[config.mk]
export PLATFORM = sky130hd
export DESIGN_NAME = epp_ecp_parallel_port
export DESIGN_NICKNAME = d
export VERILOG_FILES = /design/src/hdl/epp_ecp_pkg.sv /design/src/hdl/epp_ecp_parallel_port.sv
export SDC_FILE = /design/constraint.sdc
export NUM_CORES = 1
export LEC_CHECK = 0
export ABC_AREA = 1
export BUFFER_PORTS_ARGS = -buffer_cell sky130_fd_sc_hd__buf_4
export CORE_ASPECT_RATIO = 1.2
export CORE_MARGIN = 8
export CORE_UTILIZATION = 55
export CTS_BUF_LIST = sky130_fd_sc_hd__clkbuf_8
export DETAILED_ROUTE_END_ITERATION = 12
export PLACE_DENSITY = 0.71
export SKIP_LAST_GASP = 1
export SLEW_MARGIN = 20
export SYNTH_ARGS = -nofsm -noshare
export SYNTH_HDL_FRONTEND = slang
export SYNTH_SLANG_ARGS = --single-unit
[constraint.sdc]
create_clock -name clk -period 4.65 [get_ports clk]
set_input_delay 0.2325 -clock clk [delete_from_list [all_inputs] [get_ports clk]]
set_output_delay 0.2325 -clock clk [all_outputs]
set_load 0.1 [all_outputs]
[src/hdl/epp_ecp_pkg.sv]
// Operation
// RULE_01: EPP address read floats PD, then asserts address strobe on read strobe.
// RULE_02: Peripheral releases WAIT#; device drops address strobe and latches PD.
// RULE_03: Peripheral floats PD before reasserting WAIT# to close address read.
// RULE_04: Host write to EPP data offsets four to seven drives the byte on PD.
// RULE_05: EPP data write asserts write strobe and data strobe on write strobe.
// RULE_06: WAIT# released: data strobe drops while written byte stays on PD.
// RULE_07: Peripheral reasserts WAIT#, then device drops the write strobe.
// RULE_08: EPP data read floats PD and asserts data strobe on read strobe.
// RULE_09: Peripheral releases WAIT#; device drops data strobe and latches PD.
// RULE_10: Peripheral stops driving PD before reasserting WAIT# after data read.
// RULE_11: One sixteen-byte FIFO serves forward and reverse extended transfers.
// RULE_12: Received run-length counts are expanded; no compression, capability bit clear.
// RULE_13: Address FIFO bytes are tagged; bit 7 selects address or count.
// RULE_14: Mode codes 000,001,010,011,110,111 select the port behaviours.
// RULE_15: Extended control holds mode, fault disable, DMA, service, full, empty.
// RULE_16: Peripheral busy paces forward strobes and flags command in reverse.
// RULE_17: Host acknowledge requests reverse bytes and flags command when forward.
// RULE_18: Forward bytes go out with host strobe handshaking against busy.
// RULE_19: Peripheral drives paper error low to hand PD back to host; the code starts reverse transfers only while it is low.
// RULE_20: Peripheral may pull fault low to request a reverse transfer.
// RULE_21: Reverse request low turns bus; peripheral drives only with select high.
// RULE_22: Select-in output stays high throughout extended capabilities mode; the code drops it for an EPP address strobe.
// RULE_23: EPP handshake unfinished in ten milliseconds aborts and sets timeout flag.
// RULE_24: Direction bit selects output low, input high; forced low in 000; the code also forces it low in 010.
// RULE_25: Extended control top three bits are read/write and select the mode.
// RULE_26: FIFO full and empty bits show the FIFO occupancy.
package epp_ecp_pkg;
  localparam logic [2:0] OFF_DATA     = 3'h0;
  localparam logic [2:0] OFF_STATUS   = 3'h1;
  localparam logic [2:0] OFF_CONTROL  = 3'h2;
  localparam logic [2:0] OFF_EPP_ADDR = 3'h3;
  localparam logic [2:0] MODE_SPP     = 3'h0;
  localparam logic [2:0] MODE_PS2     = 3'h1;
  localparam logic [2:0] MODE_FIFO    = 3'h2;
  localparam logic [2:0] MODE_ECP     = 3'h3;
  localparam logic [2:0] MODE_TEST    = 3'h6;
  localparam logic [2:0] MODE_CFG     = 3'h7;
  localparam int         DCR_DIR      = 5;
  localparam int         ECR_MODE_LSB = 5;
  localparam logic [5:0] DCR_RESET    = 6'h00;
  localparam logic [2:0] ECR_MODE_RST = 3'h0;
  localparam logic [2:0] ECR_CTRL_RST = 3'h1;
  localparam logic [7:0] CAPA_VALUE   = 8'h10;
  localparam logic [7:0] CAPB_VALUE   = 8'h00;
  localparam logic [7:0] DATA_RESET   = 8'h00;
  localparam int         FIFO_DEPTH   = 16;
  localparam int         TIMEOUT_MS   = 10;
  localparam int         CLK_KHZ      = 200000;
  localparam int         TIMEOUT_CYC  = TIMEOUT_MS * CLK_KHZ;

  typedef struct packed {
    logic       base2;
    logic [2:0] offset;
    logic [7:0] wdata;
  } host_req_t;

  typedef struct packed {
    logic busy;
    logic ack_n;
    logic perror;
    logic select;
    logic fault_n;
  } pins_t;

  typedef struct packed {
    logic       tag;
    logic [7:0] data;
  } fifo_word_t;

  typedef enum logic [1:0] {EPP_IDLE, EPP_STROBE, EPP_END} epp_state_t;
  typedef enum logic [2:0] {ECP_IDLE, ECP_FWD_STB, ECP_FWD_WAIT,
                            ECP_REV_REQ, ECP_REV_ACK, ECP_REV_PUSH} ecp_state_t;
endpackage

[src/hdl/epp_ecp_parallel_port.sv]
`timescale 1ns/1ps
module byte_fifo
  import epp_ecp_pkg::*;
#(
  parameter int WIDTH = 9,
  parameter int DEPTH = FIFO_DEPTH
)(
  input  wire logic             clk,
  input  wire logic             reset_n,
  input  wire logic             flush,
  input  wire logic             in_valid,
  output logic                  in_ready,
  input  wire logic [WIDTH-1:0] in_data,
  output logic                  out_valid,
  input  wire logic             out_ready,
  output logic      [WIDTH-1:0] out_data
);
  localparam int AW = $clog2(DEPTH);
  logic [WIDTH-1:0] mem [DEPTH];
  logic [AW:0]      wr_reg;
  logic [AW:0]      wr_next;
  logic [AW:0]      rd_reg;
  logic [AW:0]      rd_next;
  logic             push;
  logic             pop;

  assign out_valid = (wr_reg != rd_reg);
  assign in_ready  = (wr_reg[AW-1:0] != rd_reg[AW-1:0]) || (wr_reg[AW] == rd_reg[AW]);
  assign out_data  = mem[rd_reg[AW-1:0]];
  assign push      = in_valid && in_ready && !flush;
  assign pop       = out_valid && out_ready && !flush;

  always_comb
  begin
    wr_next = wr_reg;
    rd_next = rd_reg;
    if (flush)
    begin
      wr_next = '0;
      rd_next = '0;
    end
    else
    begin
      if (push)
        wr_next = wr_reg + 1'b1;
      if (pop)
        rd_next = rd_reg + 1'b1;
    end
  end

  always_ff @(posedge clk or negedge reset_n)
  begin
    if (!reset_n)
    begin
      wr_reg <= '0;
      rd_reg <= '0;
    end
    else
    begin
      wr_reg <= wr_next;
      rd_reg <= rd_next;
    end
  end

  // Storage has no reset; only pointers carry state
  always_ff @(posedge clk)
  begin
    if (push)
      mem[wr_reg[AW-1:0]] <= in_data;
  end
endmodule // byte_fifo

////////////////////////////////////////////////////////////////////////////////
module epp_ecp_parallel_port
  import epp_ecp_pkg::*;
#(
  parameter int TIMEOUT = TIMEOUT_CYC
)(
  input  wire logic       clk,
  input  wire logic       reset_n,
  input  wire logic       epp_enable,
  input  wire host_req_t  host_req,
  input  wire logic       internal_read_strobe,
  input  wire logic       internal_write_strobe,
  output logic [7:0]      rdata_reg,
  output logic            done_reg,
  input  wire logic [7:0] pd_in,
  output logic [7:0]      pd_out_reg,
  output logic            pd_oe_n,
  input  wire pins_t      pins_in,
  output logic            host_strobe_pin,
  output logic            auto_feed_pin,
  output logic            select_in_pin,
  output logic            reverse_request_out
);
  // Two-stage synchronisers on every pin input
  pins_t      pin_meta_reg;
  pins_t      pin_reg;
  logic [7:0] pd_meta_reg;
  logic [7:0] pd_reg;

  always_ff @(posedge clk or negedge reset_n)
  begin
    if (!reset_n)
    begin
      pin_meta_reg <= '0;
      pin_reg      <= '0;
      pd_meta_reg  <= '0;
      pd_reg       <= '0;
    end
    else
    begin
      pin_meta_reg <= pins_in;
      pin_reg      <= pin_meta_reg;
      pd_meta_reg  <= pd_in;
      pd_reg       <= pd_meta_reg;
    end
  end

  //////////////////////////////////////////////////////////////////////////////
  logic [2:0]  mode_reg, mode_next;
  logic [2:0]  ectl_reg, ectl_next;
  logic [5:0]  dcr_reg, dcr_next;
  logic [7:0]  data_reg, data_next;
  logic [7:0]  last_reg, last_next;
  logic        cycle_timeout_flag_reg, cycle_timeout_flag_next;
  logic        rd_q_reg, wr_q_reg;
  logic [7:0]  rdata_next;
  logic        done_next;
  epp_state_t  epp_reg, epp_next;
  logic        epp_wr_reg, epp_wr_next;
  logic        epp_addr_reg, epp_addr_next;
  logic [31:0] epp_cnt_reg, epp_cnt_next;
  ecp_state_t  ecp_reg, ecp_next;
  fifo_word_t  cur_reg, cur_next;
  logic [7:0]  rle_reg, rle_next;
  logic        rd_rise, wr_rise, dir_eff, fifo_loc, epp_loc, timed_out;
  logic        f_in_valid, f_in_ready, f_out_valid, f_out_ready, flush;
  fifo_word_t  f_in_data, f_out_data;
  logic        host_push, host_pop;

  assign rd_rise  = internal_read_strobe && !rd_q_reg;
  assign wr_rise  = internal_write_strobe && !wr_q_reg;
  // Direction forced forward where only forward transfers exist
  assign dir_eff  = (mode_reg == MODE_SPP || mode_reg == MODE_FIFO) ? 1'b0
                    : dcr_reg[DCR_DIR]; // RULE_24
  assign fifo_loc = (host_req.base2 && host_req.offset == OFF_DATA
                     && (mode_reg == MODE_FIFO || mode_reg == MODE_ECP
                         || mode_reg == MODE_TEST))
                    || (!host_req.base2 && host_req.offset == OFF_DATA
                        && mode_reg == MODE_ECP);
  assign epp_loc  = epp_enable && !host_req.base2 && host_req.offset >= OFF_EPP_ADDR;
  assign timed_out = (epp_cnt_reg >= 32'(TIMEOUT - 1));
  assign flush    = (mode_reg == MODE_SPP); // RULE_14

  assign host_push = wr_rise && fifo_loc && epp_reg == EPP_IDLE;
  assign host_pop  = rd_rise && fifo_loc && host_req.base2 && f_out_valid
                     && (mode_reg == MODE_TEST || (mode_reg == MODE_ECP && dir_eff));

  //////////////////////////////////////////////////////////////////////////////
  // Host access and EPP handshake
  always_comb
  begin
    mode_next     = mode_reg;
    ectl_next     = ectl_reg;
    dcr_next      = dcr_reg;
    data_next     = data_reg;
    last_next     = last_reg;
    cycle_timeout_flag_next    = cycle_timeout_flag_reg;
    rdata_next    = rdata_reg;
    done_next     = 1'b0;
    epp_next      = epp_reg;
    epp_wr_next   = epp_wr_reg;
    epp_addr_next = epp_addr_reg;
    epp_cnt_next  = 32'h0000_0000;
    if (host_pop)
      last_next = f_out_data.data;
    case (epp_reg)
      EPP_IDLE:
      begin
        if ((rd_rise || wr_rise) && epp_loc)
        begin
          epp_next      = EPP_STROBE; // RULE_01 RULE_05 RULE_08
          epp_wr_next   = wr_rise;
          epp_addr_next = (host_req.offset == OFF_EPP_ADDR);
          if (wr_rise)
            data_next = host_req.wdata; // RULE_04
        end
        else if (wr_rise)
        begin
          done_next = 1'b1;
          if (!host_req.base2)
          begin
            case (host_req.offset)
              OFF_DATA:    if (!fifo_loc) data_next = host_req.wdata;
              OFF_STATUS:  if (host_req.wdata[0]) cycle_timeout_flag_next = 1'b0;
              OFF_CONTROL: dcr_next = host_req.wdata[5:0];
              default:     data_next = data_reg;
            endcase
          end
          else if (host_req.offset == OFF_CONTROL)
          begin
            mode_next = host_req.wdata[7:ECR_MODE_LSB]; // RULE_25
            ectl_next = host_req.wdata[4:2];
          end
        end
        else if (rd_rise)
        begin
          done_next = 1'b1;
          if (!host_req.base2)
          begin
            case (host_req.offset)
              OFF_DATA:
                rdata_next = (mode_reg == MODE_PS2 && dir_eff) ? pd_reg : data_reg;
              OFF_STATUS:
                rdata_next = {!pin_reg.busy, pin_reg.ack_n, pin_reg.perror,
                              pin_reg.select, pin_reg.fault_n, 2'b11,
                              cycle_timeout_flag_reg || !epp_enable};
              OFF_CONTROL:
                rdata_next = {2'b11, dcr_reg};
              default:
                rdata_next = 8'hFF;
            endcase
          end
          else
          begin
            case (host_req.offset)
              OFF_DATA:
                rdata_next = (mode_reg == MODE_CFG) ? CAPA_VALUE
                             : (host_pop ? f_out_data.data : last_reg);
              OFF_STATUS:
                rdata_next = (mode_reg == MODE_CFG) ? CAPB_VALUE : 8'hFF; // RULE_12
              OFF_CONTROL:
                rdata_next = {mode_reg, ectl_reg, !f_in_ready, !f_out_valid}; // RULE_15 RULE_26
              default:
                rdata_next = 8'hFF;
            endcase
          end
        end
      end
      EPP_STROBE:
      begin
        epp_cnt_next = epp_cnt_reg + 32'h0000_0001;
        if (pin_reg.busy)
        begin
          epp_next = EPP_END; // RULE_02 RULE_06 RULE_09
          if (!epp_wr_reg)
            rdata_next = pd_reg;
          done_next = 1'b1;
        end
        else if (timed_out)
        begin
          epp_next   = EPP_IDLE; // RULE_23
          cycle_timeout_flag_next = 1'b1;
          done_next  = 1'b1;
        end
      end
      EPP_END:
      begin
        epp_cnt_next = epp_cnt_reg + 32'h0000_0001;
        if (!pin_reg.busy)
          epp_next = EPP_IDLE; // RULE_07 RULE_03 RULE_10
        else if (timed_out)
        begin
          epp_next   = EPP_IDLE; // RULE_23
          cycle_timeout_flag_next = 1'b1;
        end
      end
      default:
        epp_next = EPP_IDLE;
    endcase
  end

  always_ff @(posedge clk or negedge reset_n)
  begin
    if (!reset_n)
    begin
      mode_reg     <= ECR_MODE_RST;
      ectl_reg     <= ECR_CTRL_RST;
      dcr_reg      <= DCR_RESET;
      data_reg     <= DATA_RESET;
      last_reg     <= DATA_RESET;
      cycle_timeout_flag_reg    <= 1'b0;
      rd_q_reg     <= 1'b0;
      wr_q_reg     <= 1'b0;
      rdata_reg    <= 8'h00;
      done_reg     <= 1'b0;
      epp_reg      <= EPP_IDLE;
      epp_wr_reg   <= 1'b0;
      epp_addr_reg <= 1'b0;
      epp_cnt_reg  <= 32'h0000_0000;
    end
    else
    begin
      mode_reg     <= mode_next;
      ectl_reg     <= ectl_next;
      dcr_reg      <= dcr_next;
      data_reg     <= data_next;
      last_reg     <= last_next;
      cycle_timeout_flag_reg    <= cycle_timeout_flag_next;
      rd_q_reg     <= internal_read_strobe;
      wr_q_reg     <= internal_write_strobe;
      rdata_reg    <= rdata_next;
      done_reg     <= done_next;
      epp_reg      <= epp_next;
      epp_wr_reg   <= epp_wr_next;
      epp_addr_reg <= epp_addr_next;
      epp_cnt_reg  <= epp_cnt_next;
    end
  end

  //////////////////////////////////////////////////////////////////////////////
  // Extended capabilities engine; reverse counts stall on a full FIFO
  always_comb
  begin
    ecp_next    = ecp_reg;
    cur_next    = cur_reg;
    rle_next    = rle_reg;
    f_out_ready = host_pop;
    f_in_valid  = host_push;
    f_in_data   = '{tag: !host_req.base2, data: host_req.wdata}; // RULE_13
    case (ecp_reg)
      ECP_IDLE:
      begin
        if (mode_reg == MODE_ECP && !dir_eff && f_out_valid)
        begin
          ecp_next    = ECP_FWD_STB; // RULE_18
          cur_next    = f_out_data;
          f_out_ready = 1'b1;
        end
        else if (mode_reg == MODE_ECP && dir_eff && !pin_reg.perror)
          ecp_next = ECP_REV_REQ; // RULE_17
      end
      ECP_FWD_STB:
        if (pin_reg.busy)
          ecp_next = ECP_FWD_WAIT; // RULE_18
      ECP_FWD_WAIT:
        if (!pin_reg.busy)
          ecp_next = ECP_IDLE;
      ECP_REV_REQ:
        if (!pin_reg.ack_n)
        begin
          ecp_next = ECP_REV_ACK;
          cur_next = '{tag: !pin_reg.busy, data: pd_reg};
        end
      ECP_REV_ACK:
        if (pin_reg.ack_n)
        begin
          if (cur_reg.tag && !cur_reg.data[7])
          begin
            rle_next = {1'b0, cur_reg.data[6:0]}; // RULE_12
            ecp_next = ECP_IDLE;
          end
          else
            ecp_next = ECP_REV_PUSH;
        end
      ECP_REV_PUSH:
      begin
        f_in_valid = 1'b1;
        f_in_data  = cur_reg;
        if (f_in_ready)
        begin
          if (rle_reg == 8'h00)
            ecp_next = ECP_IDLE;
          else
            rle_next = rle_reg - 8'h01; // RULE_12
        end
      end
      default:
        ecp_next = ECP_IDLE;
    endcase
    if (mode_reg != MODE_ECP && ecp_reg != ECP_REV_PUSH)
      ecp_next = ECP_IDLE;
  end

  always_ff @(posedge clk or negedge reset_n)
  begin
    if (!reset_n)
    begin
      ecp_reg <= ECP_IDLE;
      cur_reg <= '0;
      rle_reg <= 8'h00;
    end
    else
    begin
      ecp_reg <= ecp_next;
      cur_reg <= cur_next;
      rle_reg <= rle_next;
    end
  end

  byte_fifo #(
    .WIDTH (9),
    .DEPTH (FIFO_DEPTH)
  ) u_fifo (
    .clk       (clk),
    .reset_n   (reset_n),
    .flush     (flush),
    .in_valid  (f_in_valid),
    .in_ready  (f_in_ready),
    .in_data   (f_in_data),
    .out_valid (f_out_valid),
    .out_ready (f_out_ready),
    .out_data  (f_out_data)
  ); // RULE_11

  //////////////////////////////////////////////////////////////////////////////
  // Pins; EPP cycle owns strobes, else engine or control register
  always_ff @(posedge clk or negedge reset_n)
  begin
    if (!reset_n)
      pd_out_reg <= 8'h00;
    // Byte loads on the strobe's own edge so it never trails the strobe
    else if (ecp_next == ECP_FWD_STB)
      pd_out_reg <= cur_next.data;
    else if (mode_reg == MODE_TEST && host_pop)
      pd_out_reg <= f_out_data.data;
    else
      pd_out_reg <= data_next;
  end

  always_comb
  begin
    pd_oe_n             = dir_eff;
    host_strobe_pin     = !dcr_reg[0];
    auto_feed_pin       = !dcr_reg[1];
    reverse_request_out = dcr_reg[2]; // RULE_21
    select_in_pin       = !dcr_reg[3];
    if (epp_reg != EPP_IDLE)
    begin
      pd_oe_n         = !epp_wr_reg; // RULE_01 RULE_08
      host_strobe_pin = !epp_wr_reg; // RULE_05
      auto_feed_pin   = !(epp_reg == EPP_STROBE && !epp_addr_reg); // RULE_06
      select_in_pin   = !(epp_reg == EPP_STROBE && epp_addr_reg); // RULE_02
    end
    else if (mode_reg == MODE_ECP)
    begin
      select_in_pin   = 1'b1; // RULE_22
      host_strobe_pin = (ecp_reg != ECP_FWD_STB);
      if (!dir_eff)
        auto_feed_pin = !cur_reg.tag; // RULE_17
      else
        auto_feed_pin = (ecp_reg != ECP_REV_REQ); // RULE_17
    end
  end

  //////////////////////////////////////////////////////////////////////////////
  property p_read_float;
    @(posedge clk) disable iff (!reset_n)
      (epp_reg != EPP_IDLE && !epp_wr_reg) |-> pd_oe_n;
  endproperty
  a_read_float: assert property (p_read_float) else $error("PD driven in EPP read"); // RULE_08

  property p_addr_strobe;
    @(posedge clk) disable iff (!reset_n)
      (epp_reg == EPP_IDLE && rd_rise && epp_loc && host_req.offset == OFF_EPP_ADDR)
      |=> !select_in_pin && pd_oe_n;
  endproperty
  a_addr_strobe: assert property (p_addr_strobe) else $error("No address strobe"); // RULE_01

  property p_write_drive;
    @(posedge clk) disable iff (!reset_n)
      (epp_reg == EPP_IDLE && wr_rise && epp_loc && host_req.offset[2])
      |=> !pd_oe_n && !host_strobe_pin && !auto_feed_pin
          && pd_out_reg == $past(host_req.wdata);
  endproperty
  a_write_drive: assert property (p_write_drive) else $error("EPP write not driven"); // RULE_04

  property p_data_strobe_release;
    @(posedge clk) disable iff (!reset_n)
      (epp_reg == EPP_STROBE && epp_wr_reg && !epp_addr_reg && pin_reg.busy)
      |=> auto_feed_pin && !host_strobe_pin && !pd_oe_n && done_reg;
  endproperty
  a_data_strobe_release: assert property (p_data_strobe_release) else $error("Data strobe held"); // RULE_06

  property p_write_end;
    @(posedge clk) disable iff (!reset_n)
      (epp_reg == EPP_END && epp_wr_reg && pin_reg.busy && !timed_out)
      |=> !host_strobe_pin;
  endproperty
  a_write_end: assert property (p_write_end) else $error("Write strobe early"); // RULE_07

  property p_read_capture;
    @(posedge clk) disable iff (!reset_n)
      (epp_reg == EPP_STROBE && !epp_wr_reg && pin_reg.busy)
      |=> rdata_reg == $past(pd_reg) && done_reg;
  endproperty
  a_read_capture: assert property (p_read_capture) else $error("Read byte lost"); // RULE_09

  property p_timeout;
    @(posedge clk) disable iff (!reset_n)
      (epp_reg == EPP_STROBE && timed_out && !pin_reg.busy)
      |=> cycle_timeout_flag_reg && epp_reg == EPP_IDLE;
  endproperty
  a_timeout: assert property (p_timeout) else $error("Timeout not flagged"); // RULE_23

  property p_select_in_pin_ecp;
    @(posedge clk) disable iff (!reset_n)
      (mode_reg == MODE_ECP && epp_reg == EPP_IDLE) |-> select_in_pin;
  endproperty
  a_select_in_pin_ecp: assert property (p_select_in_pin_ecp) else $error("Select-in low in ECP"); // RULE_22

  property p_spp_out;
    @(posedge clk) disable iff (!reset_n)
      (mode_reg == MODE_SPP && epp_reg == EPP_IDLE) |-> !pd_oe_n;
  endproperty
  a_spp_out: assert property (p_spp_out) else $error("PD not driven in 000"); // RULE_24

  property p_fifo_flags;
    @(posedge clk) disable iff (!reset_n)
      (epp_reg == EPP_IDLE && rd_rise && host_req.base2 && host_req.offset == OFF_CONTROL)
      |=> rdata_reg[1:0] == {!$past(f_in_ready), !$past(f_out_valid)};
  endproperty
  a_fifo_flags: assert property (p_fifo_flags) else $error("FIFO flags wrong"); // RULE_26
endmodule // epp_ecp_parallel_port

After elaboration in Yosys (flattened, before gate mapping)

Memory sizes are Yosys's and may differ from the RTL's.
Index checks and enable logic that the tools add are counted.

Register bits: 140
Latch bits: 0
Memory bits (writable): 144
Bits in read-only memories: 0
Input port bits: 30
Word-level logic and storage cells: 240
Memories: 1

Add/subtract/negate cells: 4
$mul: 0
Div/mod/pow operators: 0
Order comparisons: 2
Equal/unequal tests: 41
Shift operators: 0
Multiplexer cells: 81
Bitwise gates (word level): 2
Reduce and logical (&&, ||, !) cells: 76

Memory list:

| name       | depth | width | rd ports | clocked after memory_dff | wr ports | line                        | source |
|---|---|---|---|---|---|---|---|
| u_fifo.mem | 16    | 9     | 1        | 0                        | 1        | epp_ecp_parallel_port.sv:19 | `logic [WIDTH-1:0] mem [DEPTH];` |

Operators by type and width:

| cell                    | count |
|---|---|
| $mux W8                 | 23 |
| $pmux W8 S3             | 2 |
| $add A32 B1 Y32 const B | 1 |
| $ge A32 B21 Y1 const B  | 1 |
| $mux W32                | 1 |
| $ne A2 B2 Y1 const B    | 16 |
| $pmux W8 S2             | 2 |
| $mux W3                 | 10 |
| $logic_and A1 B1 Y1     | 29 |
| $mux W1                 | 27 |
| $mux W9                 | 3 |
| $mux W5                 | 4 |
| $logic_not A1 Y1        | 19 |
| $eq A3 B2 Y1 const B    | 6 |
| $pmux W3 S6             | 1 |
| $pmux W9 S2             | 1 |
| $reduce_and A5 Y1       | 3 |
| $eq A3 B1 Y1 const B    | 4 |
| $eq A3 B3 Y1 const B    | 4 |
| $reduce_bool A2 Y1      | 6 |
| $add A5 B1 Y5 const B   | 2 |
| $logic_not A3 Y1        | 3 |
| $logic_not A8 Y1        | 1 |
| $logic_or A1 B1 Y1      | 8 |
| 23 further kinds        | 29 |

Logic depth before layout (Yosys ltp)

Gate-level depths: netlist of run 1.

Word-level depth: 17
Gate-level depth with buffers: 18

Modules after synthesis

A second synthesis of run 1 with hierarchy kept.

Cells, all modules: 1,502
Area total of the unflattened synthesis: 13,700.6 um2

By module, submodules not included:

| module                | times used | cells each | area an instance (um2) | sequential area each (um2) |
|---|---|---|---|---|
| epp_ecp_parallel_port | 1          | 931        | 7,118.1                | 3,254.4 |
| byte_fifo             | 1          | 571        | 6,582.6                | 4,574.4 |

Worst setup path before layout of run 1

OpenSTA, ideal clock, no wires.

Kind: reg2out
Start point: reg epp_reg[0]
End point: out pd_oe_n
Arrival: 2,954 ps
Path slack: 1,463 ps
Stages on the path, launching flop included: 5
Path buffers: 0
Cells stage by stage: dfrtp_1 > inv_1 > ha_1 > inv_2 > o21ai_0

Word-level cells in the longest chain between the ends: 2

RTL lines:

| what                   | line                         | source |
|---|---|---|
| start, declared        | epp_ecp_parallel_port.sv:130 | `epp_state_t epp_reg, epp_next;` |
| start signal, assigned | epp_ecp_parallel_port.sv:305 | `epp_reg <= epp_next;` |
| $reduce_bool A2 Y1     | epp_ecp_parallel_port.sv:429 | `if (epp_reg != EPP_IDLE)` |
| $mux W1                | epp_ecp_parallel_port.sv:429 |  |
| end, declared          | epp_ecp_parallel_port.sv:89  | `output logic pd_oe_n,` |

Every way passes these cells.

Worst setup path after layout of run 1

Start point: reg epp_reg[0]
End point: mem u_fifo.mem[0][7], enable pin

Word-level cells in the longest chain between the ends: 7

RTL lines:

| what                             | line                         | source |
|---|---|---|
| $logic_not A2 Y1                 | epp_ecp_parallel_port.sv:156 | `assign host_push = wr_rise && fifo_loc && epp_reg == EPP_IDLE;` |
| $logic_and A1 B1 Y1              | epp_ecp_parallel_port.sv:156 |  |
| $mux W1                          | epp_ecp_parallel_port.sv:322 | `case (ecp_reg)` |
| $logic_and A1 B1 Y1 (2 in a row) | epp_ecp_parallel_port.sv:30  | `assign push = in_valid && in_ready && !flush;` |
| $mux W1                          | epp_ecp_parallel_port.sv:68  | `if (push)` |
| $mux W1 (not written as such)    | epp_ecp_parallel_port.sv:69  | `mem[wr_reg[AW-1:0]] <= in_data;` |
| end, declared                    | epp_ecp_parallel_port.sv:19  |  |

Every way passes these cells.

==> flow_metrics.env, run 1 <==
export IMPL_outcome="complete, no violations"
export IMPL_p_comb_share_pct=26.5
export IMPL_syn_cell_area_mm2=0.01335
export IMPL_postSynthCellCount=1444
export IMPL_nets=1567
export IMPL_rsz0062_at_grt="false"
export IMPL_drive_gt1_share_pct=13.17
export IMPL_critical_path_slowest_cell="nor2_1"
export IMPL_grt_use_total_pct=24.32
export IMPL_clockBufferDepth=3
export IMPL_coreArea_mm2=0.02389
export IMPL_synth_compound_area_share_pct=11.96
export IMPL_die_h_um=186.6
export IMPL_tritoncts="done"
export IMPL_cp_max_fo=10
export IMPL_route_vias_total=10679
export IMPL_initial_core_util_pct=55.85
export IMPL_clock_skew_ps=36.01
export IMPL_power_density_mw_per_mm2=458.5
export IMPL_grt_max_degree=97
export IMPL_rows=62
export IMPL_drt_wl_total_um=35820
export IMPL_grt_overflow=0
export IMPL_ios=52
export IMPL_avgSynthCellArea_um2=9.242
export IMPL_drt_drc_violations_left=0
export IMPL_crit_chain="inv_1 -> ha_1 -> inv_2 -> nor2_1 -> nand2_1 -> nand2_1 -> nand2_2 -> nor2_2 -> nand2_1 -> nor2_1"
export IMPL_die_area_mm2=0.02952
export IMPL_holdCritPathClass="in -> reg"
export IMPL_diodes=0
export IMPL_insertion_delay_ps=580
export IMPL_crit_arrival_ps=3230
export IMPL_yosysTopAreaCell="edfxtp_1"
export IMPL_first_iter_violations=974
export IMPL_finalSetupViolCount=0
export IMPL_synth_xor_area_share_pct=0.6563
export IMPL_finalSetupTns_ps=0
export IMPL_worst_setup_path_start_kind="flop"
export IMPL_mostFrequentLayoutCell="nand2_1"
export IMPL_synth_nets=1485
export IMPL_cp_required_ps=4830
export IMPL_synth_seq_cells=284
export IMPL_fin_crit_ps=3049
export IMPL_p_int_mw=4.372
export IMPL_wl_per_cell_um=19.01
export IMPL_cts_sinks=284
export IMPL_clock_power_share_pct=31.0
export IMPL_antenna_found_initial=0
export IMPL_syn2layout_area_growth_pct=13.37
export IMPL_yosys_warnings=0
export IMPL_synthSimpleGateAreaFrac_pct=22.43
export IMPL_antenna_left=0
export IMPL_synth_ff_type="edfxtp_1"
export IMPL_yosysSeqAreaShare_pct=58.66
export IMPL_synth_adder_area_share_pct=1.031
export IMPL_viasPerCell=5.668
export IMPL_grt_pass1_wl_um=55990
export IMPL_max_stage_delay_ps=660
export IMPL_ir_worst_vdd_uv=201.3
export IMPL_min_period_over_period_pct=65.56
export IMPL_final_cell_mix="345 x nand2_1, 184 x nor2_1, 144 x edfxtp_1, 138 x dfrtp_1, 135 x o21ai_0"
export IMPL_power_leakage_nw=6.357
export IMPL_slew_viol_final=0
export IMPL_tightest_slew_ps=1025
export IMPL_max_freq_ghz=0.3280
export IMPL_ys_types=54
export IMPL_synthTopCellsByArea="edfxtp_1 32%, dfrtp_1 26%, nand2_1 9.7%"
export IMPL_first_pass_iters=5
export IMPL_path_common_cell="nand2_1"
export IMPL_switching_share_pct=36.98
export IMPL_hold_viol=0
export IMPL_synth_edff_count=144
export IMPL_multi_input_area_mm2=0.004855
export IMPL_pwr_share_seq_pct=42.5
export IMPL_largest_reg_flops=144
export IMPL_p_switching_mw=2.565
export IMPL_endpoint_kind="flop"
export IMPL_h_tree_depth=2
export IMPL_hpwl_um=24620
export IMPL_gp_congestion=0.9699
export IMPL_path_clk_slew_ps=60
export IMPL_synth_area_mux_share_pct=0
export IMPL_port_buffers=51
export IMPL_cts_root_buffer="clkbuf_8"
export IMPL_synth_top_family_by_area="simple AND/OR/NAND/NOR gates"
export IMPL_n_fill_cell=1987
export IMPL_async_flop_share_pct=49.30
export IMPL_cts_buffers=46
export IMPL_register_area_mm2=0.007830
export IMPL_grt_pass1_vias=10278
export IMPL_drv_cap=0
export IMPL_power_mw=6.937
export IMPL_slew_limit_headroom_pct=31.64
export IMPL_synth_top_cell_area_share_pct=32.40
export IMPL_post_cts_buffers=0
export IMPL_critPathKind="reg -> reg"
export IMPL_die_w_um=158.2
==> synthesized netlist by cell type (all sizes together) (4+ instances only) <==
cell	n
a31oi	5
nor4	16
buf	21
ha	11
a21oi	65
clkbuf	22
xnor2	4
nand4	9
o31ai	4
nor3	33
edfxtp	144
o21ai	156
o21a	4
xor2	6
o22ai	14
inv	130
nand3	63
a21boi	7
o211ai	13
o221ai	6
nor2	202
dfrtp	139
nand2	354
==> stage by stage <==
stage	setup WS (ps)	hold WS [ps]	util (%)	cells	instance area [µm²]
CTS	1460	9.013	63.28	1884	15120
detailed placement	1501	334.7	58.67	1780	14020
global route	1350	62.12	63.32	1884	15130
global placement	1611	332.9	58.67	1780	14020
finish	1601	32.10	63.32	1884	15130
floorplan	1463	-63.09	-	1444	13350
==> layout make-up <==
type | instances | share of cell area (%)
flip-flops and latches | 284 | 51.75
multi-input cells | 985 | 32.09
clock buffers | 51 | 4.639
repair buffers | 77 | 4.143
clock inverters | 35 | 1.456
inverters | 132 | 3.275
well taps | 320 | 2.646
==> routing by layer <==
layer	track usage (%)	vias up	part of all wire [%]
li1	-	5052	-
met1	31.10	5027	39
met2	39.79	490	49
met3	4.184	110	7.7
met4	10.61	0	4.4
met5	0	-	0
==> logic make-up after synthesis <==
family,Yosys count
buffers and inverters,175
adder cells (fa/ha/maj),11
AO/OA/AOI/OAI,284
XOR/XNOR,10
flip-flops,284
AND/OR/NAND/NOR,680
==> what timing repair did <==
| item | in CTS | in global routing |
|---|---|---|
| endpoints found under the setup margin | 0 | 0 |
| hold buffers | 18 | 0 |
| hold endpoints to repair | 111 | 0 |
| resized for setup | 0 | 0 |
==> power groups by stage <==
stage	Combinational, mW	Clock [mW]	Sequential (mW)
after global routing	1.96	2.30	2.97
final	1.84	2.15	2.95
after CTS	1.83	2.19	2.95
after global placement	1.80	0	2.98
after floorplan	0.794	0	3.52
after detailed placement	1.81	0	2.99
==> critical path: cells and delay by family (launching register included) <==
kind,cells,cell delay (ps)
AND/OR/NAND/NOR,7,1700
flip-flops,1,430
adder cells (fa/ha/maj),1,270
buffers and inverters,2,250
==> path summary, 6_finish.rpt <==
path	from	end	slack, ps	cells after the start
worst min register to register	pd_meta_reg[6]	pd_reg[6]	330	0
worst max-delay path	epp_reg[0]	u_fifo.mem[0][7]	1600	10
worst max register to register	epp_reg[0]	u_fifo.mem[0][7]	1600	10
min in group asynchronous	reset_n	rle_reg[7]	340	2
max in group asynchronous	reset_n	epp_cnt_reg[8]	3170	3
worst min-delay path	host_req[1]	dcr_reg[1]	30	3
No activity file was read; power rests on OpenSTA's default activity.
==> inputs of run 2 (changes only) <==
--- a/config.mk
+++ b/config.mk
@@ -5,7 +5,7 @@
 export SDC_FILE = /design/constraint.sdc
 export NUM_CORES = 1
 export LEC_CHECK = 0
-export ABC_AREA = 1
+export ABC_AREA = 0
 export BUFFER_PORTS_ARGS = -buffer_cell sky130_fd_sc_hd__buf_4
 export CORE_ASPECT_RATIO = 1.2
 export CORE_MARGIN = 8
==> constraint.sdc (replaced) <==
create_clock -name clk -period 2.91 [get_ports clk]
set_input_delay 0.1455 -clock clk [delete_from_list [all_inputs] [get_ports clk]]
set_output_delay 0.1455 -clock clk [all_outputs]
set_load 0.1 [all_outputs]
==> flow_metrics.env, run 2 <==
export IMPL_crit_arrival_ps=2980
export IMPL_ir_worst_vdd_uv=667.4
export IMPL_crit_cells=9
export IMPL_grt_pass1_wl_um=50590
export IMPL_synth_seq_cells=284
export IMPL_slew_limit_headroom_pct=42.78
export IMPL_critPathKind="reg -> reg"
export IMPL_p_int_mw=7.316
export IMPL_grt_max_degree=59
export IMPL_crit_buf_inv=2
export IMPL_tightest_slew_ps=847.2
export IMPL_nets=1162
export IMPL_synth_ff_type="edfxtp_1"
export IMPL_ios=52
export IMPL_synth_top_cell_area_share_pct=33.84
export IMPL_drive_gt1_share_pct=19.90
export IMPL_rsz0062_at_grt="false"
export IMPL_worst_setup_path_start_kind="flop"
export IMPL_path_clk_slew_ps=60
export IMPL_holdPathStages=3
export IMPL_p_switching_mw=3.821
export IMPL_coreArea_mm2=0.02297
export IMPL_syn2layout_area_growth_pct=17.16
export IMPL_tritoncts="done"
export IMPL_largest_reg_flops=144
export IMPL_n_fill_cell=1704
export IMPL_rows=61
export IMPL_clockBufferDepth=3
export IMPL_cp_required_ps=3160
export IMPL_first_iter_violations=789
export IMPL_insertion_delay_ps=560
export IMPL_h_tree_depth=2
export IMPL_antenna_found_initial=0
export IMPL_grt_pass1_vias=8734
export IMPL_first_pass_iters=6
export IMPL_grt_overflow=0
export IMPL_outcome="complete, no violations"
export IMPL_fin_crit_ps=2726
export IMPL_initial_core_util_pct=55.63
export IMPL_cp_max_fo=9
export IMPL_cts_root_buffer="clkbuf_8"
export IMPL_clock_power_share_pct=32.7
export IMPL_synthTopCellsByArea="edfxtp_1 34%, dfrtp_1 27%, mux4_2 6.3%"
export IMPL_multi_input_area_mm2=0.004629
export IMPL_cts_sinks=284
export IMPL_endpoint_kind="flop"
export IMPL_clock_skew_ps=19.77
export IMPL_yosysSeqAreaShare_pct=61.26
export IMPL_drt_drc_violations_left=0
export IMPL_post_cts_buffers=0
export IMPL_die_h_um=183.0
export IMPL_critical_path_slowest_cell="dfrtp_1"
export IMPL_p_comb_share_pct=24.7
export IMPL_cts_buffers=44
export IMPL_dp_cells=1364
export IMPL_postSynthCellCount=1005
export IMPL_wl_per_cell_um=21.82
export IMPL_die_area_mm2=0.02839
export IMPL_drv_cap=0
export IMPL_crit_chain="inv_1 -> ha_1 -> and3b_1 -> o2111ai_1 -> a22oi_1 -> and2b_1 -> nand2_1 -> nor2_1 -> buf_4"
export IMPL_layout_cells_non_filler=1472
export IMPL_yosysMostFrequentCell="edfxtp_1"
export IMPL_grt_use_total_pct=23.03
export IMPL_yosys_warnings=0
export IMPL_min_period_over_period_pct=93.67
export IMPL_ys_types=73
export IMPL_finalSetupViolCount=0
export IMPL_holdCritPathClass="in -> reg"
export IMPL_power_density_mw_per_mm2=743.7
export IMPL_async_flop_share_pct=49.30
export IMPL_pwr_share_seq_pct=42.5
export IMPL_viasPerCell=5.980
export IMPL_mostFrequentLayoutCell="edfxtp_1"
export IMPL_slew_viol_final=0
export IMPL_synth_edff_count=144
export IMPL_avgSynthCellArea_um2=12.72
export IMPL_gp_congestion=0.9205
export IMPL_max_stage_delay_ps=400
export IMPL_max_freq_ghz=0.3669
export IMPL_hpwl_um=22030
export IMPL_power_leakage_nw=5.847
export IMPL_port_buffers=51
export IMPL_syn_cell_area_mm2=0.01278
export IMPL_power_mw=11.14
export IMPL_switching_share_pct=34.31
export IMPL_route_vias_total=8803
export IMPL_final_cell_mix="144 x edfxtp_1, 138 x dfrtp_1, 96 x buf_4, 95 x nand2_1, 85 x nor2_1"
export IMPL_synth_nets=1046
export IMPL_die_w_um=155.2
export IMPL_register_area_mm2=0.007830
export IMPL_reg2reg_depth=9
export IMPL_yosysTopAreaCell="edfxtp_1"
export IMPL_antenna_left=0
export IMPL_post_cts_resized=0
export IMPL_drt_wl_total_um=32120
export IMPL_critical_path_top_delay_family="simple AND/OR/NAND/NOR gates"
export IMPL_hold_viol=0
export IMPL_rrSetupSlack_ps=180
export IMPL_cts_hold_buf=26
export IMPL_netlist_top_cells_count="144 x edfxtp_1, 139 x dfrtp_1, 95 x nand2_1"
## run 2: cell types whose count changed after synthesis, sizes merged, moves of 28 or more
cell	before	now
inv	130	28
nand2	354	95
mux2i	0	28
mux4	0	36
a21oi	65	35
nor2	202	85
nand3	63	27
o21ai	156	48
## run 2: worst paths after layout
path | from | end
max | epp_reg[1] | u_fifo.mem[8][3]
max reg2reg | epp_reg[1] | u_fifo.mem[8][3]
max in group asynchronous | reset_n | ectl_reg[0]
min | host_req[11] | rdata_reg[4]
min in group asynchronous | reset_n | ecp_reg[0]
min reg2reg | pd_meta_reg[6] | pd_reg[6]
## run 2: kinds of logic (layout without fill, tap and decap cells)
family	count (synthesis)	in the layout	share of synthesized area (%)
other	0	1	0
xor gates and xnor gates	36	36	2.467
buffers and inverters	83	234	2.722
AOI/OAI and AO/OA	182	182	9.742
and+or+nand+nor	326	326	12.52
adders and majority gates	11	11	1.077
DFF	284	284	61.26
muxes	83	83	10.21
## run 2: power groups by stage
stage                     clock network [mW]  registers (mW)  logic, mW
after detailed placement                   0            4.81       2.71
final                                   3.64            4.74       2.75
after global placement                     0            4.80       2.69
after floorplan                            0            5.54       1.20
after global routing                    3.89            4.76       2.92
after CTS                               3.72            4.73       2.76
## run 2: routing by layer
| layer | up-vias | track usage (%) | share of wire [%] |
|---|---|---|---|
| met5 | - | 0 | 0 |
| met4 | 0 | 10.44 | 4.4 |
| met3 | 85 | 4.026 | 5.9 |
| met2 | 353 | 38.15 | 49 |
| met1 | 4362 | 29.27 | 40 |
| li1 | 4003 | - | - |
## run 2: final cells by class
type                            count  share of cell area [%]
Timing Repair Buffer              125                   6.894
Clock inverter                     26                   1.487
Sequential cell                   284                   52.29
Multi-Input combinational cell    638                   30.92
Tap cell                          315                   2.632
Clock buffer                       55                   5.056
Inverter                           28                  0.7019
Antenna cell                        1                 0.01671
## run 2: stage by stage
step           setup WS, ps  area [µm²]  TNS (ps)  hold WS [ps]  util (%)
3_5_place_dp          303.2       13730         0         127.6     59.77
4_1_cts               251.0       14970         0         15.31     65.17
2_1_floorplan        -239.7       12800    -479.3        -150.1         -
3_3_place_gp          336.4       13730         0         129.6     59.77
6_report              184.1       14970         0         45.55     65.18
5_1_grt               99.90       14970         0         28.26     65.17
## run 2: worst min-delay path: cells and delay by family
| family | cells | cell delay, ps |
|---|---|---|
| compound gates | 2 | 180 |
| buf+inv | 1 | 220 |
